==> src/logic/sio_pkg.sv <==
package sio_pkg;
    // ****************************************
    // Function codes
    // ****************************************
    localparam logic [7:0] FC_RD1     = 8'h03;
    localparam logic [7:0] FC_WR1     = 8'h10;
    localparam logic [7:0] FC_RD2     = 8'h43;
    localparam logic [7:0] FC_WR2     = 8'h50;
    localparam logic [7:0] FC_FAIL    = 8'h80;
    // ****************************************
    // Fault codes
    // ****************************************
    localparam logic [7:0] FLT_FUNC   = 8'h01;
    localparam logic [7:0] FLT_REG    = 8'h02;
    localparam logic [7:0] FLT_SLAVE  = 8'h04;
    localparam logic [7:0] FLT_RANGE  = 8'h21;
    localparam logic [7:0] FLT_MODE   = 8'h22;
    localparam logic [7:0] FLT_SIZE   = 8'h23;
    // ****************************************
    // Record layout, reset values and response timeout
    // ****************************************
    localparam int         REC_BYTES  = 8;
    localparam int         B_FC       = 0;
    localparam int         B_RN_LO    = 2;
    localparam int         B_RN_HI    = 3;
    localparam int         B_W0_LO    = 4;
    localparam int         B_W0_HI    = 5;
    localparam int         B_W1_LO    = 6;
    localparam int         B_W1_HI    = 7;
    localparam logic [63:0] REC_RST   = 64'h0;
    localparam int         RESP_TMO   = 255;
endpackage

==> src/logic/sio_req_capture.sv <==
`timescale 1ns/10ps
`default_nettype none
// ****************************************
// Request record change detector
// ****************************************
module sio_req_capture (
    input  wire logic        clock,
    input  wire logic        rst,
    input  wire logic [63:0] rec_in,
    input  wire logic        take,
    output logic [63:0]      rec_r,
    output logic             changed
);
    logic [63:0] rec_nxt;
    logic [63:0] last_r;
    logic [63:0] last_nxt;

    always_comb begin
        rec_nxt  = rec_in;
        last_nxt = take ? rec_r : last_r;
    end

    always_ff @(posedge clock) begin
        if (rst) begin
            rec_r  <= sio_pkg::REC_RST;
            last_r <= sio_pkg::REC_RST;
        end else begin
            rec_r  <= rec_nxt;
            last_r <= last_nxt;
        end
    end

    assign changed = (rec_r != last_r);
endmodule
`default_nettype wire

==> src/logic/sio_access.sv <==
// Functional notes
// - The register number names one inverter parameter on the serial bus.
// - Byte 0 echoes the code on success, or the code OR 80 hex on failure.
// - Bytes 2 and 3 echo the register number, low first, in every answer.
// - Read data returns word 0 in bytes 4-5 and word 1 in bytes 6-7.
// - An unknown function code gives fault 01 hex.
// - A register number that does not exist gives fault 02 hex.
// - A failed inverter transfer gives fault 04 hex.
// - Write data outside the register's limits gives fault 21 hex.
// - A write refused by the inverter mode gives fault 22 hex.
// - An access of the wrong word size gives fault 23 hex.
`timescale 1ns/10ps
`default_nettype none
module sio_access (
    input  wire logic        clock,
    input  wire logic        rst,
    input  wire logic [63:0] req_rec,
    output logic [63:0]      resp_rec,
    output logic             par_req,
    output logic             par_write,
    output logic [15:0]      par_addr,
    output logic [31:0]      par_wdata,
    output logic             par_double,
    input  wire logic        par_ack,
    input  wire logic [31:0] par_rdata,
    input  wire logic        par_exists,
    input  wire logic        par_is_double,
    input  wire logic        par_range_err,
    input  wire logic        par_mode_err,
    input  wire logic        par_comm_err
);
    // ****************************************
    // Helpers
    // ****************************************
    function automatic logic [7:0] rec_byte(input logic [63:0] r,
                                            input int i);
        rec_byte = r[8*i +: 8];
    endfunction

    function automatic logic fc_valid(input logic [7:0] fc);
        fc_valid = (fc == sio_pkg::FC_RD1) || (fc == sio_pkg::FC_WR1) ||
                   (fc == sio_pkg::FC_RD2) || (fc == sio_pkg::FC_WR2);
    endfunction

    typedef enum logic [1:0] {
        SIO_IDLE = 2'b00,
        SIO_BUSY = 2'b01,
        SIO_DONE = 2'b10
    } sio_state_e;

    sio_state_e  st_r;
    sio_state_e  st_nxt;
    logic [63:0] resp_r;
    logic [63:0] resp_nxt;
    logic [7:0]  tmo_r;
    logic [7:0]  tmo_nxt;
    logic [63:0] req_q;
    logic [63:0] cur_r;
    logic [63:0] cur_nxt;
    logic [63:0] act;
    logic        changed;
    logic        take;
    logic [7:0]  fc;
    logic [15:0] rnum;
    logic        is_wr;
    logic        is_dbl;
    logic [7:0]  flt;
    logic        fail;

    sio_req_capture u_cap (
        .clock   (clock),
        .rst     (rst),
        .rec_in  (req_rec),
        .take    (take),
        .rec_r   (req_q),
        .changed (changed)
    );

    // ****************************************
    // Request decode
    // ****************************************
    // Taken request is held while busy; later changes wait
    assign act    = (st_r == SIO_IDLE) ? req_q : cur_r;
    assign fc     = rec_byte(act, sio_pkg::B_FC);
    assign rnum   = {rec_byte(act, sio_pkg::B_RN_HI),
                     rec_byte(act, sio_pkg::B_RN_LO)};
    assign is_wr  = (fc == sio_pkg::FC_WR1) || (fc == sio_pkg::FC_WR2);
    assign is_dbl = (fc == sio_pkg::FC_RD2) || (fc == sio_pkg::FC_WR2);
    assign take   = (st_r == SIO_IDLE) && changed;

    assign par_req    = (st_r == SIO_BUSY);
    assign par_write  = is_wr;
    assign par_addr   = rnum;
    assign par_wdata  = act[63:32];
    assign par_double = is_dbl;

    // ****************************************
    // Fault priority
    // ****************************************
    always_comb begin
        flt = 8'h00;
        if (!fc_valid(fc)) begin
            flt = sio_pkg::FLT_FUNC;
        end else if (tmo_r == 8'h00 || par_comm_err) begin
            flt = sio_pkg::FLT_SLAVE;
        end else if (!par_exists) begin
            flt = sio_pkg::FLT_REG;
        end else if (par_is_double != is_dbl) begin
            flt = sio_pkg::FLT_SIZE;
        end else if (is_wr && par_range_err) begin
            flt = sio_pkg::FLT_RANGE;
        end else if (is_wr && par_mode_err) begin
            flt = sio_pkg::FLT_MODE;
        end
    end
    assign fail = (flt != 8'h00);

    // ****************************************
    // Sequencer
    // ****************************************
    always_comb begin
        st_nxt   = st_r;
        resp_nxt = resp_r;
        tmo_nxt  = tmo_r;
        cur_nxt  = cur_r;
        unique case (st_r)
            SIO_IDLE: begin
                tmo_nxt = 8'(sio_pkg::RESP_TMO);
                if (take) begin
                    cur_nxt = req_q;
                    st_nxt = fc_valid(fc) ? SIO_BUSY : SIO_DONE;
                end
            end
            SIO_BUSY: begin
                if (tmo_r != 8'h00) begin
                    tmo_nxt = tmo_r - 8'h01;
                end
                if (par_ack || tmo_r == 8'h00) begin
                    st_nxt = SIO_DONE;
                end
            end
            SIO_DONE: begin
                st_nxt = SIO_IDLE;
            end
            default: begin
                st_nxt = SIO_IDLE;
            end
        endcase
        if (st_nxt == SIO_DONE) begin
            resp_nxt = 64'h0;
            resp_nxt[15:8]  = 8'h00;
            resp_nxt[31:16] = rnum;
            if (fail) begin
                resp_nxt[7:0]   = fc | sio_pkg::FC_FAIL;
                resp_nxt[39:32] = flt;
            end else begin
                resp_nxt[7:0] = fc;
                if (!is_wr) begin
                    resp_nxt[47:32] = par_rdata[15:0];
                    resp_nxt[63:48] = is_dbl ? par_rdata[31:16] : 16'h0;
                end
            end
        end
    end

    always_ff @(posedge clock) begin
        if (rst) begin
            st_r   <= SIO_IDLE;
            resp_r <= sio_pkg::REC_RST;
            tmo_r  <= 8'h00;
            cur_r  <= sio_pkg::REC_RST;
        end else begin
            st_r   <= st_nxt;
            resp_r <= resp_nxt;
            tmo_r  <= tmo_nxt;
            cur_r  <= cur_nxt;
        end
    end
    assign resp_rec = resp_r;

    // ****************************************
    // Checks
    // ****************************************
    property p_bad_fc;
        @(posedge clock) disable iff (rst)
        take && !fc_valid(fc) |=> ##1 (resp_rec[7:0] == ($past(fc, 2) | 8'h80)
            && resp_rec[39:32] == 8'h01);
    endproperty
    a_bad_fc: assert property (p_bad_fc) else $error("bad code");

    property p_echo;
        @(posedge clock) disable iff (rst)
        st_r == SIO_DONE |-> resp_rec[31:16] == $past(rnum);
    endproperty
    a_echo: assert property (p_echo) else $error("no echo");

    property p_start;
        @(posedge clock) disable iff (rst)
        take && fc_valid(fc) |=> par_req;
    endproperty
    a_start: assert property (p_start) else $error("no start");

    property p_rd;
        @(posedge clock) disable iff (rst)
        par_req && par_ack && !fail && !is_wr |=>
            resp_rec[47:32] == $past(par_rdata[15:0]);
    endproperty
    a_rd: assert property (p_rd) else $error("bad read");

    property p_ok;
        @(posedge clock) disable iff (rst)
        par_req && par_ack && !fail |=> resp_rec[7:0] == $past(fc);
    endproperty
    a_ok: assert property (p_ok) else $error("bad echo");

    property p_size;
        @(posedge clock) disable iff (rst)
        par_req && par_ack && fc_valid(fc) && par_exists && !par_comm_err
            && par_is_double != is_dbl && tmo_r != 8'h00
            |=> resp_rec[39:32] == 8'h23;
    endproperty
    a_size: assert property (p_size) else $error("size");

    property p_reg;
        @(posedge clock) disable iff (rst)
        par_req && par_ack && fc_valid(fc) && !par_exists && !par_comm_err
            && tmo_r != 8'h00 |=> resp_rec[39:32] == 8'h02;
    endproperty
    a_reg: assert property (p_reg) else $error("reg");

    property p_comm;
        @(posedge clock) disable iff (rst)
        par_req && par_ack && par_comm_err |=> resp_rec[39:32] == 8'h04;
    endproperty
    a_comm: assert property (p_comm) else $error("comm");
endmodule
`default_nettype wire

==> config.mk <==
export PLATFORM = sky130hd
export DESIGN_NAME = sio_access
export DESIGN_NICKNAME = d
export VERILOG_FILES = /design/src/logic/sio_pkg.sv /design/src/logic/sio_req_capture.sv /design/src/logic/sio_access.sv
export SDC_FILE = /design/constraint.sdc
export NUM_CORES = 1
export LEC_CHECK = 0
export BUFFER_PORTS_ARGS = -buffer_cell sky130_fd_sc_hd__buf_4
export CORE_MARGIN = 10
export CORE_UTILIZATION = 24
export DETAILED_ROUTE_END_ITERATION = 10
export PLACE_DENSITY = 0.42
export SKIP_LAST_GASP = 1
export SLEW_MARGIN = 10
export SYNTH_ARGS = -nofsm -noshare
export SYNTH_HDL_FRONTEND = slang
export SYNTH_HIERARCHICAL = 1
export SYNTH_SLANG_ARGS = --single-unit
export TNS_END_PERCENT = 1
==> constraint.sdc <==
create_clock -name clock -period 3.7 [get_ports clock]
set_input_delay 0 -clock clock [delete_from_list [all_inputs] [get_ports clock]]
set_output_delay 0 -clock clock [all_outputs]
set_load 0.005 [all_outputs]
==> results of run 1 <==
[cell type report]
class	instances	area (sq um)
Clock inverter	12	159
Fill cell	4344	28100
Inverter	5	23.8
Clock buffer	44	933
Sequential cell	250	5000
Multi-Input combinational cell	781	4570
Tap cell	539	674
Timing Repair Buffer	330	2770
[final timing paths]
check / from / endpoint / slack (ps) / cells past startpoint
min reg2reg: cur_r[55] / cur_r[55] / 450 / 2
max reg2reg: u_cap/rec_r[0] / resp_rec[32] / 250 / 8
max: u_cap/rec_r[0] / resp_rec[32] / 250 / 8
min: rst / resp_rec[4] / 150 / 2
[flip-flops by register name, indices dropped and copies added (netlist names)]
name	count
cur_r	56
resp_rec	56
st_r	2
tmo_r	8
u_cap/last_r	64
u_cap/rec_r	64
[critical path: cells and delay by family (launching register included)]
family | cells | cell delay [ps]
AND/OR/NAND/NOR | 2 | 1190
AO/OA/AOI/OAI | 4 | 890
buffers and inverters | 2 | 890
flip-flops | 1 | 410
[cell usage after synthesis, types with 5 or more instances]
library cell	n	area [sq um]
buf_1	6	22.5
buf_2	12	60.1
nand4_1	19	119
buf_6	7	78.8
nor2b_1	62	388
nor2_1	96	360
a21oi_1	69	345
a32o_1	17	170
nor4_1	6	37.5
dfxtp_1	250	5000
inv_1	5	18.8
buf_4	59	443
a22o_1	15	131
clkbuf_1	43	161
and2b_1	5	37.5
xnor2_1	68	596
nor3_1	6	30.0
mux2i_1	86	861
nand2_1	274	1030
[what timing repair did]
| item | 4_1_cts | 5_1_grt |
|---|---|---|
| resized for setup | 0 | 4 |
| hold buffers | 105 | 0 |
| endpoints found under the hold margin | 98 | 0 |
| endpoints found under the setup margin | 0 | 2 |
[placed cells by master, fill, tap and decap left out, types with 3 or more instances in the layout]
cell | synthesis | layout
bufinv_16 | 0 | 3
clkbuf_16 | 0 | 30
nand4_1 | 19 | 19
nand2_1 | 274 | 273
xnor2_1 | 68 | 68
and2b_1 | 5 | 5
inv_1 | 5 | 4
a22oi_1 | 3 | 3
buf_4 | 59 | 222
conb_1 | 1 | 8
a21oi_1 | 69 | 69
o21ai_0 | 4 | 4
a311oi_1 | 4 | 4
clkinv_2 | 0 | 4
xor2_1 | 4 | 4
dfxtp_1 | 250 | 250
a31oi_1 | 3 | 3
dlygate4sd3_1 | 0 | 105
a32o_1 | 17 | 17
nor2b_1 | 62 | 62
a22o_1 | 15 | 15
nor4_1 | 6 | 5
nor2_1 | 96 | 95
mux2i_1 | 86 | 86
or4b_1 | 3 | 3
nor3_1 | 6 | 6
clkbuf_8 | 0 | 14
[metal layers]
layer / GRT usage [%] / wire [um] / vias to the layer above
li1: - / - / 4240
met1: 16.7 / 15900 / 3857
met2: 20.4 / 15100 / 192
met3: 2.66 / 1790 / 42
met4: 2.92 / 614 / 2
met5: 0 / 7 / -
[power by group]
group / switching [W] / internal [W] / leakage [nW]
combinational: 0.000587 / 0.000515 / 3.52
clock: 0.00122 / 0.00195 / 0.538
sequential: 0.000130 / 0.00285 / 2.05
total: 0.00194 / 0.00532 / 6.11
[through the flow]
step / hold WS [ps] / setup TNS, ps
2_1_floorplan: 125 / 0
3_3_place_gp: 210 / 0
3_5_place_dp: 211 / 0
4_1_cts: 139 / 0
5_1_grt: 168 / -17.5
6_report: 146 / 0
[logic make-up after synthesis]
family / Yosys count
other: 1
DFF: 250
AOI/OAI and AO/OA: 128
xor gates and xnor gates: 72
buffers and inverters: 132
muxes: 87
adders and majority gates: 1
and+or+nand+nor: 485
==> impl_metrics.yaml, run 1 <==
outcome:
  status: "finished, final reports clean"
floorplanning:
  core_sq_um: 42200
  rows: 75
  dieWidth_um: 227
  num_io_pins: 219
  die_area_sq_um: 51700
  dieHeight_um: 227
  initial_core_util_pct: 24.4
global_routing:
  grt_pass1_vias: 8377
  grt_pass1_wl_um: 51100
  grt-ovfl-total: 0
  grt_use_total_pct: 12.6
  antenna_found_initial: 2
  grt_max_degree: 123
setup_path:
  max_stage_delay_ps: 640
  worst_setup_path_end_kind: "flop"
  critical_path.slowest_cell: "or4_1"
  crit_top_cell: "or4_1"
  required_ps: 4210
  cp-start-kind: "flop"
  path_cells: "or4_1 -> o31ai_1 -> a22oi_1 -> or4_1 -> a211oi_4 -> buf_4 -> a22o_1 -> dlygate4sd3_1"
  cp_max_fo: 29
  crit_type: "reg -> reg"
  arrival_ps: 3950
timing:
  drv_slew: 0
  slew_headroom_pct: 23.5
  hold_viol_final: 0
  fmax_ghz: 0.290
  setup_viol_count_final: 0
  period_needed_ps: 3450
  fin_worst_skew_ps: 20.2
  worstMarginPinSlew_ps: 1140
  rsz0062_at_grt: "true"
  min_period_over_period_pct: 93.1
  fin_ws_ps: 254
yosys:
  ys.warnings.count: 6
  synth_xor_area_share_pct: 6.12
  synthFlopType: "dfxtp_1"
  muxShareOfSynthArea_pct: 8.46
  syn_area_sq_um: 10300
  yosysUniqueCellTypes: 54
  async_flop_share_pct: 0
  synth_compound_area_share_pct: 8.28
  synth_cells: 1156
  synth_fa_ha_area_share_pct: 0.121
  ys_ff_latch: 250
  synth_edf_count: 0
  synth_simple_gate_area_share_pct: 20.8
  synth.avg_cell_area_sq_um: 8.92
  synth_top_family_by_area: "simple AND/OR/NAND/NOR gates"
  seq_area_frac_synth_pct: 48.5
hold_path:
  min_path_type: "in -> reg"
power:
  p_per_area_nw_per_um2: 513
  cellLeakagePower_nw: 6.11
  p_total_w: 0.00726
  peakVddDrop_mv: 0.325
run:
  drv_cap: 0
placed_design:
  gp_congestion: 0.735
  dpl.cell_count: 1800
  dpl-instance-area_sq_um: 12000
  io_buffer_count: 210
  dpl.hpwl_um: 22600
  pre_cts_slack_ps: 616
routing:
  first_iter_violations: 312
  wirelength_um: 33400
  route.detailed.drc: 0
  drt-wirelength-per-cell_um: 17.0
  dr.pass1.iters: 4
  ant_nets: 0
  viasPerCell: 4.25
  routed-via-count: 8333
final_layout:
  area_growth_pct: 37.1
  drive_gt1_share_pct: 20.5
  fin_util_pct: 33.5
  stdcell_count: 1961
  fin_nets: 1503
  diodes: 0
  fin_area_sq_um: 14100
cts:
  cts-root-buf: "clkbuf_16"
  cts_max_level: 1
  clock_sinks: 250
  tritoncts: "yes"
  clk_pin_slew_ps: 60
  cts_buffers: 30
  cts_setup_buffers: 0
  clockBufferDepth: 3
  clk_latency_ps: 580
No activity file was read; power rests on OpenSTA's default activity.
==> run 2, diff against run 1 <==
--- a/config.mk
+++ b/config.mk
@@ -10,6 +10,7 @@
 export CORE_UTILIZATION = 24
 export DETAILED_ROUTE_END_ITERATION = 10
 export PLACE_DENSITY = 0.42
+export RECOVER_POWER = 100
 export SKIP_LAST_GASP = 1
 export SLEW_MARGIN = 10
 export SYNTH_ARGS = -nofsm -noshare
==> run 2 against run 1 <==
  * Global-route usage unchanged
  * Cell area decreased by 1.8%
  * Sequential share of layout area is 0.64 points higher
  * Register-to-register slack barely moved
  * Clock skew is 2.8 ps lower
  * Setup slack got worse by 11 ps
  * First-iteration DRC count is 12% higher
  * Sequential cell count unchanged
  * The flow now finishes with violations (capacitance limit, slew limit)
==> impl_metrics.yaml, run 2 (synthesized netlist as in run 1, its figures left out) <==
power:
  cellLeakagePower_nw: 5.83
  power_switching_w: 0.00194
  internal_power_w: 0.00528
  p_per_area_nw_per_um2: 520
  peakVddDrop_mv: 0.325
  comb_power_share_pct: 14.7
  clockPowerShare_pct: 44.0
  swShare_pct: 26.8
  seqPwrFrac_pct: 41.3
timing:
  setup_viol_count_final: 0
  worstMarginPinSlew_ps: 2760
  fmax_ghz: 0.289
  slew_headroom_pct: -84.0
  tns_ps: 0
  drv_slew: 306
  rsz0062_at_grt: "true"
  hold_viol_final: 0
  period_needed_ps: 3460
  fin_ws_ps: 243
  fin_worst_skew_ps: 17.4
  min_period_over_period_pct: 93.4
cts:
  clk_pin_slew_ps: 60
  clock_sinks: 250
  cts-root-buf: "clkbuf_16"
  cts_max_level: 1
  clk_latency_ps: 580
  tritoncts: "yes"
  cts_buffers: 30
  cts_setup_buffers: 0
  clockBufferDepth: 3
routing:
  ant_nets: 0
  first_iter_violations: 348
  drt-wirelength-per-cell_um: 17.0
  viasPerCell: 4.24
  wirelength_um: 33400
  route.detailed.drc: 0
  routed-via-count: 8315
  dr.pass1.iters: 4
setup_path:
  crit_type: "reg -> reg"
  required_ps: 4210
  arrival_ps: 3960
  cp-start-kind: "flop"
  worst_setup_path_end_kind: "flop"
  crit_top_cell: "or4_1"
  critical_path.slowest_cell: "or4_1"
  cp_max_fo: 29
  path_cells: "or4_1 -> o31ai_1 -> a22oi_1 -> or4_1 -> a211oi_4 -> buf_4 -> a22o_1 -> dlygate4sd3_1"
  max_stage_delay_ps: 640
final_layout:
  layout_common_cells: "273 x nand2_1, 250 x dfxtp_1, 114 x buf_4"
  final_common_cell: "nand2_1"
  fin_nets: 1503
  stdcell_count: 1961
  diodes: 0
  drive_gt1_share_pct: 16.5
  fin_area_sq_um: 13900
  top_regs: "u_cap/last_r: 64 flops, u_cap/rec_r: 64 flops"
  fill_cells: 4403
  area_growth_pct: 34.6
placed_design:
  pre_cts_slack_ps: 616
  dpl.cell_count: 1800
  dpl-instance-area_sq_um: 12000
  io_buffer_count: 210
  gp_congestion: 0.735
  dpl.hpwl_um: 22600
floorplanning:
  dieHeight_um: 227
  initial_core_util_pct: 24.4
  rows: 75
  die_area_sq_um: 51700
  num_io_pins: 219
  dieWidth_um: 227
  core_sq_um: 42200
global_routing:
  antenna_found_initial: 2
  grt_pass1_wl_um: 51100
  grt_use_total_pct: 12.6
  grt_max_degree: 123
  grt-ovfl-total: 0
  grt_pass1_vias: 8377
outcome:
  status: "finished with violations"
  violations: "capacitance limit, slew limit"
run:
  drv_cap: 3
hold_path:
  min_path_type: "in -> reg"
-- run 2: cell count changes in the layout (fill, tap and decap cells not counted), sizes merged --
cell,change
buf,-108
clkbuf,+108
clkinvlp,+1
inv,-1
-- run 2: what timing repair did --
item,4_1_cts,5_1_grt
endpoints found under the setup margin,0,2
hold endpoints to repair,98,0
gates resized for setup,0,4
hold buffers,105,0
-- run 2: metrics by stage --
step | total power [W] | util [%] | hold WS, ps
floorplan | 0.00369 | - | 125
global placement | 0.00407 | 28.4 | 210
detailed placement | 0.00407 | 28.4 | 211
CTS | 0.00741 | 33.4 | 139
global route | 0.00758 | 32.9 | 168
finish | 0.00722 | 32.9 | 181
-- run 2: area by class of cell --
class | count | area, sq um | area share [%]
multi-input cells | 781 | 4570 | 32.9
well taps | 539 | 674 | 4.86
repair buffers | 330 | 2520 | 18.1
clock inverters | 12 | 159 | 1.14
inverters | 5 | 20.0 | 0.144
flip-flops and latches | 250 | 5000 | 36.1
clock buffers | 44 | 933 | 6.72
-- run 2: path summary, 6_finish.rpt --
kind	from	end	slack, ps	cells after the start
worst min register to register	cur_r[55]	cur_r[55]	450	2
worst max-delay path	u_cap/rec_r[0]	resp_rec[32]	240	8
worst min-delay path	req_rec[36]	u_cap/rec_r[36]	180	3
worst max register to register	u_cap/rec_r[0]	resp_rec[32]	240	8
-- run 2: metal layers --
metal  share of wire, %  vias to the layer above  track usage [%]
li1                   -                     4232                -
met3                5.6                       42             2.66
met1                 47                     3847             16.7
met2                 46                      192             20.4
met4                1.8                        2             2.92
met5              0.021                        -                0
-- run 2: power by group through the flow --
stage / Sequential [W] / Combinational, W / Clock (W)
2_1_floorplan: 0.00300 / 0.000690 / 0
3_3_place_gp: 0.00303 / 0.00103 / 0
3_5_place_dp: 0.00304 / 0.00103 / 0
4_1_cts: 0.00298 / 0.00113 / 0.00330
5_1_grt: 0.00300 / 0.00118 / 0.00339
6_report: 0.00298 / 0.00106 / 0.00318
-- run 2: worst max-delay path, delay by kind of cell, from the launching register on --
| kind | cells | cell delay, ps |
|---|---|---|
| AOI/OAI and AO/OA | 4 | 900 |
| and+or+nand+nor | 2 | 1190 |
| buffers and inverters | 2 | 890 |
| DFF | 1 | 410 |
